==> config.mk <==
export PLATFORM = sky130hd
export DESIGN_NAME = pcgsr_top
export DESIGN_NICKNAME = d
export VERILOG_FILES = /design/src/verilog/pcgsr_pkg.sv /design/src/verilog/pcgsr_top.sv
export VERILOG_INCLUDE_DIRS = /design/src /design/src/verilog
export SDC_FILE = /design/constraint.sdc
export NUM_CORES = 1
export LEC_CHECK = 0
export ABC_AREA = 1
export BUFFER_PORTS_ARGS = -buffer_cell sky130_fd_sc_hd__buf_2
export CAP_MARGIN = 10
export CORE_AREA = 8 8 142 144
export CTS_CLUSTER_SIZE = 24
export DETAILED_ROUTE_END_ITERATION = 16
export DIE_AREA = 0 0 150 152
export PLACE_DENSITY = 0.64
export SYNTH_ARGS = -nofsm -noshare
export SYNTH_HDL_FRONTEND = slang
export SYNTH_SLANG_ARGS = --single-unit
export TNS_END_PERCENT = 20
==> constraint.sdc <==
create_clock -name clk_sys -period 1.3 [get_ports clk_sys]
set_clock_uncertainty 0.1 [all_clocks]
set_input_delay 0.13 -clock clk_sys [delete_from_list [all_inputs] [get_ports clk_sys]]
set_output_delay 0.13 -clock clk_sys [all_outputs]
set_load 0.01 [all_outputs]
==> src/verilog/pcgsr_params.svh <==
// Register map, field positions and reset values of the peripheral clock gate,
// kernel clock select and soft reset block.
// Assumes byte addresses on a 32-bit AXI4-Lite register bus.
`ifndef PCGSR_PARAMS_SVH
`define PCGSR_PARAMS_SVH

`define PCGSR_ADDR_GATE2     32'h4000_1824
`define PCGSR_ADDR_KSEL      32'h4000_1840
`define PCGSR_ADDR_SRST1     32'h4000_1860

`define PCGSR_GATE2_MASK     32'h182E_9C45
`define PCGSR_KSEL_MASK      32'h0300_0F01
`define PCGSR_SRST1_MASK     32'hC3C0_401D

`define PCGSR_GATE2_RST      32'h0000_0000
`define PCGSR_KSEL_RST       32'h0000_0000
`define PCGSR_SRST1_RST      32'h0000_0000
`define PCGSR_CAL_GATE_RST   1'b0
`define PCGSR_CAL_SEL_RST    2'b00

`define PCGSR_GATE_FLASH     19
`define PCGSR_GATE_WDT       17
`define PCGSR_GATE_CAL       11
`define PCGSR_SEL_T50_LSB    24
`define PCGSR_SEL_LPU_LSB    10
`define PCGSR_SEL_CAL_LSB    8
`define PCGSR_SEL_WDT        0
`define PCGSR_LPU_RESERVED   2'b11

`define PCGSR_RESP_OKAY      2'b00
`define PCGSR_RESP_SLVERR    2'b10

`endif

==> src/verilog/pcgsr_pkg.sv <==
// Types of the peripheral clock gate, kernel clock select and soft reset block.
// Assumes the constants of pcgsr_params.svh.
package pcgsr_pkg;

   typedef struct packed {
      logic        aw_rdy;
      logic        w_rdy;
      logic [31:0] aw_addr;
      logic [31:0] w_data;
      logic [3:0]  w_strb;
      logic        bvalid;
      logic [1:0]  bresp;
      logic        ar_rdy;
      logic        rvalid;
      logic [31:0] rdata;
      logic [1:0]  rresp;
      logic [31:0] gate;
      logic [31:0] ksel;
      logic [31:0] srst;
      logic        wdt_osc;
   } pcgsr_state_s;

   typedef struct packed {
      logic        cal_gate;
      logic [1:0]  cal_sel;
   } pcgsr_keep_s;

endpackage

==> src/verilog/pcgsr_top.sv <==
// Peripheral clock gates, kernel clock source selectors and soft resets.
// Assumes an AXI4-Lite master on clk_sys and clock gating cells and muxes outside.
`timescale 1ns/10ps
`include "pcgsr_params.svh"

module pcgsr_top
(
   // Clock and resets.
   input  wire logic        clk_sys,
   input  wire logic        nrst,
   input  wire logic        por_nrst,
   // AXI4-Lite write address and data.
   input  wire logic [31:0] s_axi_awaddr,
   input  wire logic        s_axi_awvalid,
   output logic             s_axi_awready,
   input  wire logic [31:0] s_axi_wdata,
   input  wire logic [3:0]  s_axi_wstrb,
   input  wire logic        s_axi_wvalid,
   output logic             s_axi_wready,
   // AXI4-Lite write response.
   output logic [1:0]       s_axi_bresp,
   output logic             s_axi_bvalid,
   input  wire logic        s_axi_bready,
   // AXI4-Lite read.
   input  wire logic [31:0] s_axi_araddr,
   input  wire logic        s_axi_arvalid,
   output logic             s_axi_arready,
   output logic [31:0]      s_axi_rdata,
   output logic [1:0]       s_axi_rresp,
   output logic             s_axi_rvalid,
   input  wire logic        s_axi_rready,
   // Device status and options.
   input  wire logic        flash_busy,
   input  wire logic        watchdog_config_option,
   // Clock gates and kernel clock selectors.
   output logic [31:0]      clk_gate_en,
   output logic             watchdog_rc_osc_en,
   output logic [1:0]       timer50_source_sel,
   output logic [1:0]       lowpower_uart_source_sel,
   output logic [1:0]       calendar_source_sel,
   output logic             watchdog_source_sel,
   // Peripheral soft resets, active high levels.
   output logic [31:0]      soft_reset
);

   pcgsr_pkg::pcgsr_state_s st_r;
   pcgsr_pkg::pcgsr_state_s st_nxt;
   pcgsr_pkg::pcgsr_keep_s  kp_r;
   pcgsr_pkg::pcgsr_keep_s  kp_nxt;
   logic                    do_wr;
   logic [31:0]             gate_view;
   logic [31:0]             ksel_view;
   logic [31:0]             wr_gate;
   logic [31:0]             wr_ksel;
   logic [31:0]             wr_srst;

   // Merges a write into a word byte by byte under the strobes.
   function automatic logic [31:0] merge_bytes
   (
      input logic [31:0] old_val,
      input logic [31:0] new_val,
      input logic [3:0]  strb
   );
      logic [31:0] res;
      res = old_val;
      for (int i = 0; i < 4; i++)
      begin
         if (strb[i])
         begin
            res[i*8 +: 8] = new_val[i*8 +: 8];
         end
      end
      return res;
   endfunction

   // A write is done once both address and data are held and no response waits.
   assign do_wr = !st_r.aw_rdy && !st_r.w_rdy && !st_r.bvalid;

   // Register views with the bits that only power-on or wake reset clears.
   always_comb
   begin
      gate_view = st_r.gate;
      gate_view[`PCGSR_GATE_CAL] = kp_r.cal_gate;
      ksel_view = st_r.ksel;
      ksel_view[`PCGSR_SEL_CAL_LSB +: 2] = kp_r.cal_sel;
   end

   always_comb
   begin
      st_nxt = st_r;
      kp_nxt = kp_r;
      wr_gate = merge_bytes(gate_view, st_r.w_data, st_r.w_strb) & `PCGSR_GATE2_MASK;
      wr_ksel = merge_bytes(ksel_view, st_r.w_data, st_r.w_strb) & `PCGSR_KSEL_MASK;
      wr_srst = merge_bytes(st_r.srst, st_r.w_data, st_r.w_strb) & `PCGSR_SRST1_MASK;

      if (flash_busy)
      begin
         wr_gate[`PCGSR_GATE_FLASH] = st_r.gate[`PCGSR_GATE_FLASH];
      end
      if (wr_ksel[`PCGSR_SEL_LPU_LSB +: 2] == `PCGSR_LPU_RESERVED)
      begin
         wr_ksel[`PCGSR_SEL_LPU_LSB +: 2] = st_r.ksel[`PCGSR_SEL_LPU_LSB +: 2];
      end

      if (s_axi_awvalid && st_r.aw_rdy)
      begin
         st_nxt.aw_rdy = 1'b0;
         st_nxt.aw_addr = s_axi_awaddr;
      end
      if (s_axi_wvalid && st_r.w_rdy)
      begin
         st_nxt.w_rdy = 1'b0;
         st_nxt.w_data = s_axi_wdata;
         st_nxt.w_strb = s_axi_wstrb;
      end

      if (do_wr)
      begin
         st_nxt.bvalid = 1'b1;
         st_nxt.bresp = `PCGSR_RESP_OKAY;
         case (st_r.aw_addr)
            `PCGSR_ADDR_GATE2:
            begin
               st_nxt.gate = wr_gate;
               st_nxt.gate[`PCGSR_GATE_CAL] = 1'b0;
               kp_nxt.cal_gate = wr_gate[`PCGSR_GATE_CAL];
            end
            `PCGSR_ADDR_KSEL:
            begin
               st_nxt.ksel = wr_ksel;
               st_nxt.ksel[`PCGSR_SEL_CAL_LSB +: 2] = 2'b00;
               kp_nxt.cal_sel = wr_ksel[`PCGSR_SEL_CAL_LSB +: 2];
            end
            `PCGSR_ADDR_SRST1:
            begin
               st_nxt.srst = wr_srst;
            end
            default:
            begin
               st_nxt.bresp = `PCGSR_RESP_SLVERR;
            end
         endcase
      end
      if (st_r.bvalid && s_axi_bready)
      begin
         st_nxt.bvalid = 1'b0;
         st_nxt.aw_rdy = 1'b1;
         st_nxt.w_rdy = 1'b1;
      end

      if (s_axi_arvalid && st_r.ar_rdy)
      begin
         st_nxt.ar_rdy = 1'b0;
         st_nxt.rvalid = 1'b1;
         st_nxt.rresp = `PCGSR_RESP_OKAY;
         case (s_axi_araddr)
            `PCGSR_ADDR_GATE2:
            begin
               st_nxt.rdata = gate_view;
            end
            `PCGSR_ADDR_KSEL:
            begin
               st_nxt.rdata = ksel_view;
            end
            `PCGSR_ADDR_SRST1:
            begin
               st_nxt.rdata = st_r.srst;
            end
            default:
            begin
               st_nxt.rdata = 32'h0000_0000;
               st_nxt.rresp = `PCGSR_RESP_SLVERR;
            end
         endcase
      end
      if (st_r.rvalid && s_axi_rready)
      begin
         st_nxt.rvalid = 1'b0;
         st_nxt.ar_rdy = 1'b1;
      end

      // The option keeps the oscillator running whatever the gate bit says.
      st_nxt.wdt_osc = st_nxt.gate[`PCGSR_GATE_WDT] | watchdog_config_option;
   end

   always_ff @(posedge clk_sys or negedge nrst)
   begin
      if (!nrst)
      begin
         st_r.aw_rdy <= 1'b1;
         st_r.w_rdy <= 1'b1;
         st_r.aw_addr <= 32'h0000_0000;
         st_r.w_data <= 32'h0000_0000;
         st_r.w_strb <= 4'h0;
         st_r.bvalid <= 1'b0;
         st_r.bresp <= `PCGSR_RESP_OKAY;
         st_r.ar_rdy <= 1'b1;
         st_r.rvalid <= 1'b0;
         st_r.rdata <= 32'h0000_0000;
         st_r.rresp <= `PCGSR_RESP_OKAY;
         st_r.gate <= `PCGSR_GATE2_RST;
         st_r.ksel <= `PCGSR_KSEL_RST;
         st_r.srst <= `PCGSR_SRST1_RST;
         st_r.wdt_osc <= 1'b0;
      end
      else
      begin
         st_r <= st_nxt;
      end
   end

   // These bits survive every reset but power-on and deep-sleep-3 wake.
   always_ff @(posedge clk_sys or negedge por_nrst)
   begin
      if (!por_nrst)
      begin
         kp_r.cal_gate <= `PCGSR_CAL_GATE_RST;
         kp_r.cal_sel <= `PCGSR_CAL_SEL_RST;
      end
      else
      begin
         kp_r <= kp_nxt;
      end
   end

   assign s_axi_awready = st_r.aw_rdy;
   assign s_axi_wready = st_r.w_rdy;
   assign s_axi_bvalid = st_r.bvalid;
   assign s_axi_bresp = st_r.bresp;
   assign s_axi_arready = st_r.ar_rdy;
   assign s_axi_rvalid = st_r.rvalid;
   assign s_axi_rdata = st_r.rdata;
   assign s_axi_rresp = st_r.rresp;
   assign clk_gate_en = gate_view;
   assign watchdog_rc_osc_en = st_r.wdt_osc;
   assign timer50_source_sel = st_r.ksel[`PCGSR_SEL_T50_LSB +: 2];
   assign lowpower_uart_source_sel = st_r.ksel[`PCGSR_SEL_LPU_LSB +: 2];
   assign calendar_source_sel = kp_r.cal_sel;
   assign watchdog_source_sel = st_r.ksel[`PCGSR_SEL_WDT];
   assign soft_reset = st_r.srst;

   AST_GATE_WRITE: assert property (
      @(posedge clk_sys) disable iff (!nrst)
      do_wr && st_r.aw_addr == `PCGSR_ADDR_GATE2 && st_r.w_strb == 4'hF && !flash_busy
      |=> clk_gate_en == ($past(st_r.w_data) & `PCGSR_GATE2_MASK))
      else $error("Gate register did not take a full write.");

   AST_GATE_RESERVED: assert property (
      @(posedge clk_sys) disable iff (!nrst)
      (clk_gate_en & ~`PCGSR_GATE2_MASK) == 32'h0000_0000)
      else $error("A reserved gate bit is set.");

   AST_FLASH_HOLD: assert property (
      @(posedge clk_sys) disable iff (!nrst)
      do_wr && st_r.aw_addr == `PCGSR_ADDR_GATE2 && flash_busy
      |=> $stable(clk_gate_en[`PCGSR_GATE_FLASH]))
      else $error("Flash gate changed during a flash operation.");

   AST_WDT_OSC: assert property (
      @(posedge clk_sys) disable iff (!nrst)
      watchdog_config_option ##1 watchdog_config_option |-> watchdog_rc_osc_en)
      else $error("Watchdog oscillator stopped although the option enables it.");

   AST_CAL_KEEP: assert property (
      @(posedge clk_sys) disable iff (!por_nrst)
      !nrst |=> $stable(clk_gate_en[`PCGSR_GATE_CAL]) && $stable(calendar_source_sel))
      else $error("Calendar bits changed during a system reset.");

   AST_LPU_CODE: assert property (
      @(posedge clk_sys) disable iff (!nrst)
      lowpower_uart_source_sel != `PCGSR_LPU_RESERVED)
      else $error("Low-power UART selector holds the reserved code.");

   AST_SRST_HOLD: assert property (
      @(posedge clk_sys) disable iff (!nrst)
      !(do_wr && st_r.aw_addr == `PCGSR_ADDR_SRST1) |=> soft_reset == $past(soft_reset))
      else $error("Soft reset changed without a software write.");

   AST_SRST_RESERVED: assert property (
      @(posedge clk_sys) disable iff (!nrst)
      (soft_reset & ~`PCGSR_SRST1_MASK) == 32'h0000_0000)
      else $error("A reserved soft reset bit is set.");

   AST_BYTE_WRITE: assert property (
      @(posedge clk_sys) disable iff (!nrst || !por_nrst)
      do_wr && st_r.aw_addr == `PCGSR_ADDR_KSEL && !st_r.w_strb[1]
      |=> $stable(lowpower_uart_source_sel) && $stable(calendar_source_sel))
      else $error("A write without its byte strobe changed that byte.");

   AST_WR_RESP: assert property (
      @(posedge clk_sys) disable iff (!nrst)
      do_wr |=> s_axi_bvalid)
      else $error("No write response after a write.");

   AST_KSEL_RESERVED: assert property (
      @(posedge clk_sys) disable iff (!nrst)
      (st_r.ksel & ~`PCGSR_KSEL_MASK) == 32'h0000_0000)
      else $error("A reserved selector bit is set.");

   AST_SRST_SET: assert property (
      @(posedge clk_sys) disable iff (!nrst)
      do_wr && st_r.aw_addr == `PCGSR_ADDR_SRST1 && st_r.w_strb == 4'hF
      |=> soft_reset == ($past(st_r.w_data) & `PCGSR_SRST1_MASK))
      else $error("Soft reset register did not take a full write.");

   AST_WDT_GATE_OSC: assert property (
      @(posedge clk_sys) disable iff (!nrst)
      clk_gate_en[`PCGSR_GATE_WDT] |-> watchdog_rc_osc_en)
      else $error("Watchdog gate is on but its oscillator is stopped.");

   AST_CAL_SEL_WRITE: assert property (
      @(posedge clk_sys) disable iff (!nrst || !por_nrst)
      do_wr && st_r.aw_addr == `PCGSR_ADDR_KSEL && st_r.w_strb[1]
      |=> calendar_source_sel == $past(st_r.w_data[`PCGSR_SEL_CAL_LSB +: 2]))
      else $error("Calendar selector did not take its write.");

   AST_WDT_SEL_WRITE: assert property (
      @(posedge clk_sys) disable iff (!nrst)
      do_wr && st_r.aw_addr == `PCGSR_ADDR_KSEL && st_r.w_strb[0]
      |=> watchdog_source_sel == $past(st_r.w_data[`PCGSR_SEL_WDT]))
      else $error("Watchdog selector did not take its write.");

   AST_T50_SEL_WRITE: assert property (
      @(posedge clk_sys) disable iff (!nrst)
      do_wr && st_r.aw_addr == `PCGSR_ADDR_KSEL && st_r.w_strb[3]
      |=> timer50_source_sel == $past(st_r.w_data[`PCGSR_SEL_T50_LSB +: 2]))
      else $error("Timer50 selector did not take its write.");

   AST_RD_RESP: assert property (
      @(posedge clk_sys) disable iff (!nrst)
      s_axi_arvalid && s_axi_arready |=> s_axi_rvalid)
      else $error("No read response after a read address.");

endmodule

==> metrics, run 1 <==
status complete, but fails checks; failing checks setup timing; Startpoint Class flop; Antenna Nets Post-Route 0; most used standard cell by instance count after synthesis nand2_1; # fillers 1681; layout net count 1030; top post-synthesis cells by count 172 x nand2_1, 120 x dfrtp_1, 103 x buf_4; Starting Density 34.7%; Leak 4.60 nW; Routed WL 16.6 mm; synthesized instance count 682; Inserted Clock Buffers 17; Die Height around 150 µm; setup ws final -0.317 ns; first-pass GRT wire length 26.0 mm; register bit total from synthesis 123; buffers added on ports 164; vias in the first global route 5048; ys async rst share between 90% and 100%; HP Class in -> async; cell area after synthesis 6170 µm²; Yosys Warn Count 0; io pins 223; drt via density between 4 and 5; Yosys cell types 28; largest net degree at the start of global routing 40; final worst path period share 124%; number of remaining DRC errors 0; Critical Path RT approximately 1.5 ns; Syn Area/Cell 9.05 µm²; Power Density 1590 nW/µm²; Top cell by count, worst path nand2_4; Slew Limit Fails 0; gp weighted congestion between 0.7 and 0.8; DR iter-0 viols around 180; Cell Rows 49; largest stage delay on the critical path 0.39 ns; Via Count about 5k; CP max-delay cell dfrtp_1; crit path DAT ~1.8 ns; min cycle time layout 1.62 ns; Detailed Place HPWL 12.2 mm; Die Wd about 150 µm; Area Overhead vs Synth 38.8%; Fin. Hold Viols 0; CP Class reg -> reg; root buf cell clkbuf_16; layout cell share with drive strength beyond 1 38.3%; Post-synth EDFFs 0; Worst Reg-to-Reg Cells 9; clock sinks 123; Clock Latency Late Sink roughly 0.42 ns; ranking of synthesized cells by area dfrtp_1 49%, buf_4 13%, nand2_1 10%; Setup Viol. Count Final 63; post-synthesis sequential area ratio 49.9%; RSZ-0062 raised after global routing true; critical path cell sequence nor2_2 > nand3_2 > nor2_4 > buf_6 > nand2_4 > nor2_8 > nand2_4 > nand2_2 > o21ai_2; Hold WS 0.172 ns; max-cap violation count 0; Top FF cell, synth dfrtp_1; Max VDD drop 1.20 mV; Setup TNS -10.89 ns; Clock Pin Slew Worst Setup and Hold Paths 0.06 ns; fmax 0.618 GHz; H-tree depth reported by CTS 4; CP max FO 7; grt total ovfl 0; GRT Util Overall 14.6%; CTS tree built; antenna violations before repair 1; drt pass-1 iters 4; Die ar. 22800 µm²; DR WL/cell 14.3 µm; area share of the largest cell type after synthesis 48.6%; core area 17800 µm²; Max Root-Sink Buffers 2; Setup crit end kind flop; largest area contributor in the synthesized netlist dfrtp_1
## final timing paths
path | startpoint | endpoint | slack [ns]
max | st_r[186] | clk_gate_en[12] | -0.32
min | nrst | st_r[157] | 0.17
max reg2reg | st_r[186] | clk_gate_en[12] | -0.32
min reg2reg | st_r[148] | calendar_source_sel[0] | 0.37
max in group asynchronous | nrst | st_r[174] | 0.17
min in group clk_sys | s_axi_araddr[7] | s_axi_rdata[0] | 0.19
## cells in the final DEF (no fill, tap or decap), types with 3 or more instances in the layout
cell / n
buf_2: 160
nand2_1: 157
dfrtp_1: 120
dlygate4sd3_1: 71
nor2_1: 50
conb_1: 50
inv_1: 48
mux2_2: 40
buf_4: 37
nand3_1: 23
a21oi_1: 23
nand2_2: 17
o21ai_1: 17
clkbuf_16: 17
o21ai_0: 12
buf_6: 11
nor2_2: 10
nand3_2: 10
nand2_4: 7
inv_2: 7
nor2_4: 6
clkinv_2: 6
buf_12: 6
o21ai_2: 5
clkinvlp_4: 4
clkbuf_8: 3
dfstp_2: 3
## metal layers
metal / vias up / share of wire, % / GRT usage (%)
met2: 150 / 50 / 24.8
met1: 2320 / 41 / 17.1
met3: 11 / 7.5 / 4.90
li1: 2475 / - / -
met4: 0 / 0.77 / 4.00
met5: - / 0 / 0
## layout make-up
class	instances	area, µm²	area share, %
Sequential cell	123	3080	36.0
Multi-Input combinational cell	436	2360	27.5
Timing Repair Buffer	285	2030	23.7
Clock buffer	20	467	5.45
Tap cell	229	287	3.34
Inverter	57	220	2.57
Clock inverter	12	121	1.42
Antenna cell	1	2.50	0.0292
## per-stage QoR
stage	setup WS [ns]	cells	instance area [µm²]	utilization [%]	power [mW]
3_3_place_gp	-0.320	1054	7060	39.7	8.55
3_5_place_dp	-0.334	1054	7060	39.7	8.66
6_report	-0.317	1163	8570	48.2	13.6
2_1_floorplan	-0.131	731	6370	-	7.38
5_1_grt	-0.422	1163	8570	48.2	14.4
4_1_cts	-0.352	1159	8450	47.5	13.7
## state kept, by name, indices dropped and copies added, names as in the netlist, 2 cells and up
register / count
calendar_source_sel: 2
clk_gate_en: 13
lowpower_uart_source_sel: 2
s_axi_rdata: 24
soft_reset: 11
st_r: 60
timer50_source_sel: 2
## critical path, delay by kind of cell, from the launching register on
family                 cells  cell delay [ns]
AOI/OAI and AO/OA          1             0.05
buffers and inverters      1             0.12
DFF                        1             0.39
and+or+nand+nor            7             0.85
## where the power goes
| group | internal (mW) | switching (mW) | leakage (nW) |
|---|---|---|---|
| sequential | 4.89 | 0.547 | 1.55 |
| combinational | 1.82 | 1.70 | 2.77 |
| clock | 2.95 | 1.72 | 0.287 |
| total | 9.66 | 3.97 | 4.60 |
## cell families (layout without fill, tap and decap cells)
group                  after synthesis  after routing  synth area share, %
AND/OR/NAND/NOR                    288            289                 21.0
buffers and inverters              173            374                 16.9
flip-flops                         123            123                 49.9
AO/OA/AOI/OAI                       57             57                 4.80
multiplexers                        40             40                 7.30
other                                1             51               0.0607
## repair_timing
item,4_1_cts,5_1_grt
pin swaps,8,17
setup buffers,1,3
setup endpoints to repair,87,96
hold buffers,71,0
hold endpoints to repair,190,0
resized for setup,18,26
cloned,1,0
Power figures use the tool's default switching activity.
==> run 2: changes to the inputs <==
==> constraint.sdc (replaced) <==
create_clock -name clk_sys -period 1.39 [get_ports clk_sys]
set_clock_uncertainty 0.1 [all_clocks]
set_input_delay 0.139 -clock clk_sys [delete_from_list [all_inputs] [get_ports clk_sys]]
set_output_delay 0.139 -clock clk_sys [all_outputs]
set_load 0.01 [all_outputs]
==> run 2 against run 1 <==
The run still ends with setup timing left. Die area did not move. Global-route usage fell by 0.21 points. Maximum frequency fell by 1.4%. First-iteration DRC count rose by 8.0%. Sequential share of layout area rose by 0.69 points. Combinational power fell by 9.7%. Setup slack improved by 0.066 ns. Via count fell by 2.4%. Sequential cell count did not move. Clock power fell by 2%. Critical path depth fell by 1. Largest power group unchanged. Highest routed layer unchanged.
==> metrics, run 2 (synthesis gave the netlist of run 1 again) <==
# fillers 1663 (-1.1%); largest stage delay on the critical path 0.39 ns (about the same); vias in the first global route 4942 (-2.1%); drt via density 4.22 (-1.0%); layout cell share with drive strength beyond 1 35.6% (-2.6 points); Cell Rows 49 (unchanged); Worst Path Buf+Inv 1 (unchanged); io pins 223 (unchanged); max-cap violation count 0 (unchanged); gp weighted congestion 0.756 (+0.59%); FF-to-FF setup slack -0.25 ns (+0.07 ns); Power Density 1530 nW/µm² (-3.9%); Max Root-Sink Buffers 2 (unchanged); Most flops, register st_r; crit path DAT 1.84 ns (+0.02 ns); Die ar. 22800 µm² (unchanged); first-pass GRT wire length 25.8 mm (-0.67%); Startpoint Class flop; R2R Path End calendar_source_sel[0]; CTS tree built; CP max FO 7 (unchanged); Clock Pin Slew Worst Setup and Hold Paths 0.06 ns (about the same); Clock Latency Late Sink 0.41 ns (about the same); DR iter-0 viols 190 (+8.0%); antenna violations before repair 0 (-1); Setup crit end kind flop; R2R Path Start st_r[187]; Multi-input gate area 2310 µm² (-1.9%); RSZ-0062 raised after global routing true; PnR Total Power 12.8 mW (-5.7%); Via Count 4839 (-2.4%); Die Wd 150 µm (unchanged); DR WL/cell 14.3 µm (+0.13%); Sequential Area 3080 µm² (unchanged); Routed WL 16.4 mm (-1.2%); drt pass-1 iters 4 (unchanged); Die Height 152 µm (unchanged); Antenna Cells 0 (-1); Slew Limit Fails 0 (unchanged); Inserted Clock Buffers 17 (unchanged); Leak 4.51 nW (-1.9%); Worst Reg-to-Reg Cells 8 (-1); Max VDD drop 1.00 mV (-16%); clock sinks 123 (unchanged); Setup TNS -6.32 ns (+4.56 ns); Core Util, Final 47.3% (-0.90 points); Setup Viol. Count Final 35 (-44%); layout net count 1015 (-1.5%); core area 17800 µm² (unchanged); Top cell by count, worst path nand2_1; Detailed Place HPWL 12.2 mm (about the same); status complete, but fails checks; min cycle time layout 1.64 ns (+0.0237 ns); Worst path top cell family by delay simple AND/OR/NAND/NOR gates; commonest non-fill, non-tap cell in the layout nand2_1; Area Overhead vs Synth 36.2%; H-tree depth reported by CTS 4 (unchanged); grt total ovfl 0 (unchanged); root buf cell clkbuf_16; buffers added on ports 164 (unchanged); Antenna Nets Post-Route 0 (unchanged); CP Class reg -> reg; Fin. Hold Viols 0 (unchanged); final worst path period share 118% (-6.3 points); largest net degree at the start of global routing 43 (+7.5%); critical path cell sequence nor2_1 > nand3_1 > nor2_4 > inv_4 > nor3_4 > nand2_1 > nand2_1 > nand2_1; Largest register FFs 60 (unchanged); HP Class in -> async; Starting Density 34.7% (unchanged); CP max-delay cell dfrtp_1; number of remaining DRC errors 0 (unchanged); fmax 0.610 GHz (-1.4%); GRT Util Overall 14.4% (-0.21 points); most frequent cells in the layout 164 x nand2_1, 163 x buf_2, 120 x dfrtp_1; failing checks setup timing; Critical Path RT 1.59 ns (+0.09 ns); setup ws final -0.251 ns (+0.0663 ns)
-- run 2: changes by cell type in the layout (fill, tap and decap cells not counted), moves of 3 or more --
cell / change
clkinvlp_4: -4
buf_6: -9
nand3_2: -4
clkbuf_1: +3
buf_4: -8
buf_2: +3
nand3_1: +3
nand2_1: +7
nand2_2: -5
-- run 2: repair_timing --
action,in CTS,in global routing
resized for setup,5,18
pin swaps,9,9
hold buffers,70,0
setup endpoints to repair,60,67
hold endpoints to repair,189,0
setup buffers,1,0
-- run 2: through the flow --
step | cell area, µm² | hold slack (ns) | worst slack [ns] | instances
floorplan | 6360 | -0.257 | -0.0414 | 731
CTS | 8340 | 0.0650 | -0.231 | 1147
detailed placement | 7000 | -0.154 | -0.254 | 1044
global placement | 7000 | -0.154 | -0.221 | 1044
global route | 8410 | 0.106 | -0.392 | 1147
finish | 8410 | 0.0719 | -0.251 | 1147
-- run 2: worst reg2reg max path, stage by stage, from the launching register on --
cell and delay (ns):
dfrtp_1 0.39, nor2_1 0.11, nand3_1 0.13, nor2_4 0.17
inv_4 0.08, nor3_4 0.30, nand2_1 0.13, nand2_1 0.08
nand2_1 0.05
-- run 2: report_power, final --
group	internal, mW	leakage (nW)	switching, mW	total [mW]
registers	4.58	1.55	0.504	5.08
logic	1.62	2.66	1.56	3.18
clock network	3.05	0.307	1.54	4.59
-- run 2: worst max path at each step --
stage | start | to | slack (ns) | cells after the start
finish | st_r[187] | calendar_source_sel[0] | -0.25 | 8
global route | st_r[180] | calendar_source_sel[1] | -0.39 | 8
CTS | st_r[199] | timer50_source_sel[0] | -0.23 | 8
detailed placement | st_r[181] | timer50_source_sel[0] | -0.25 | 8
global placement | st_r[187] | timer50_source_sel[0] | -0.22 | 8
floorplan | st_r[187] | calendar_source_sel[0] | -0.04 | 8
-- run 2: area by class of cell --
| cell class | count | area share (%) |
|---|---|---|
| clock inverters | 7 | 1.31 |
| inverters | 57 | 2.57 |
| repair buffers | 271 | 22.6 |
| clock buffers | 25 | 6.01 |
| multi-input cells | 435 | 27.5 |
| well taps | 229 | 3.41 |
| flip-flops and latches | 123 | 36.7 |
-- run 2: layer usage --
layer	wire, µm	up-vias	share of wire [%]	track usage, %
met2	8190	154	50	24.0
met1	6620	2230	40	16.9
li1	-	2439	-	-
met5	0	-	0	0
met4	195	0	1.2	4.62
met3	1360	16	8.3	4.93
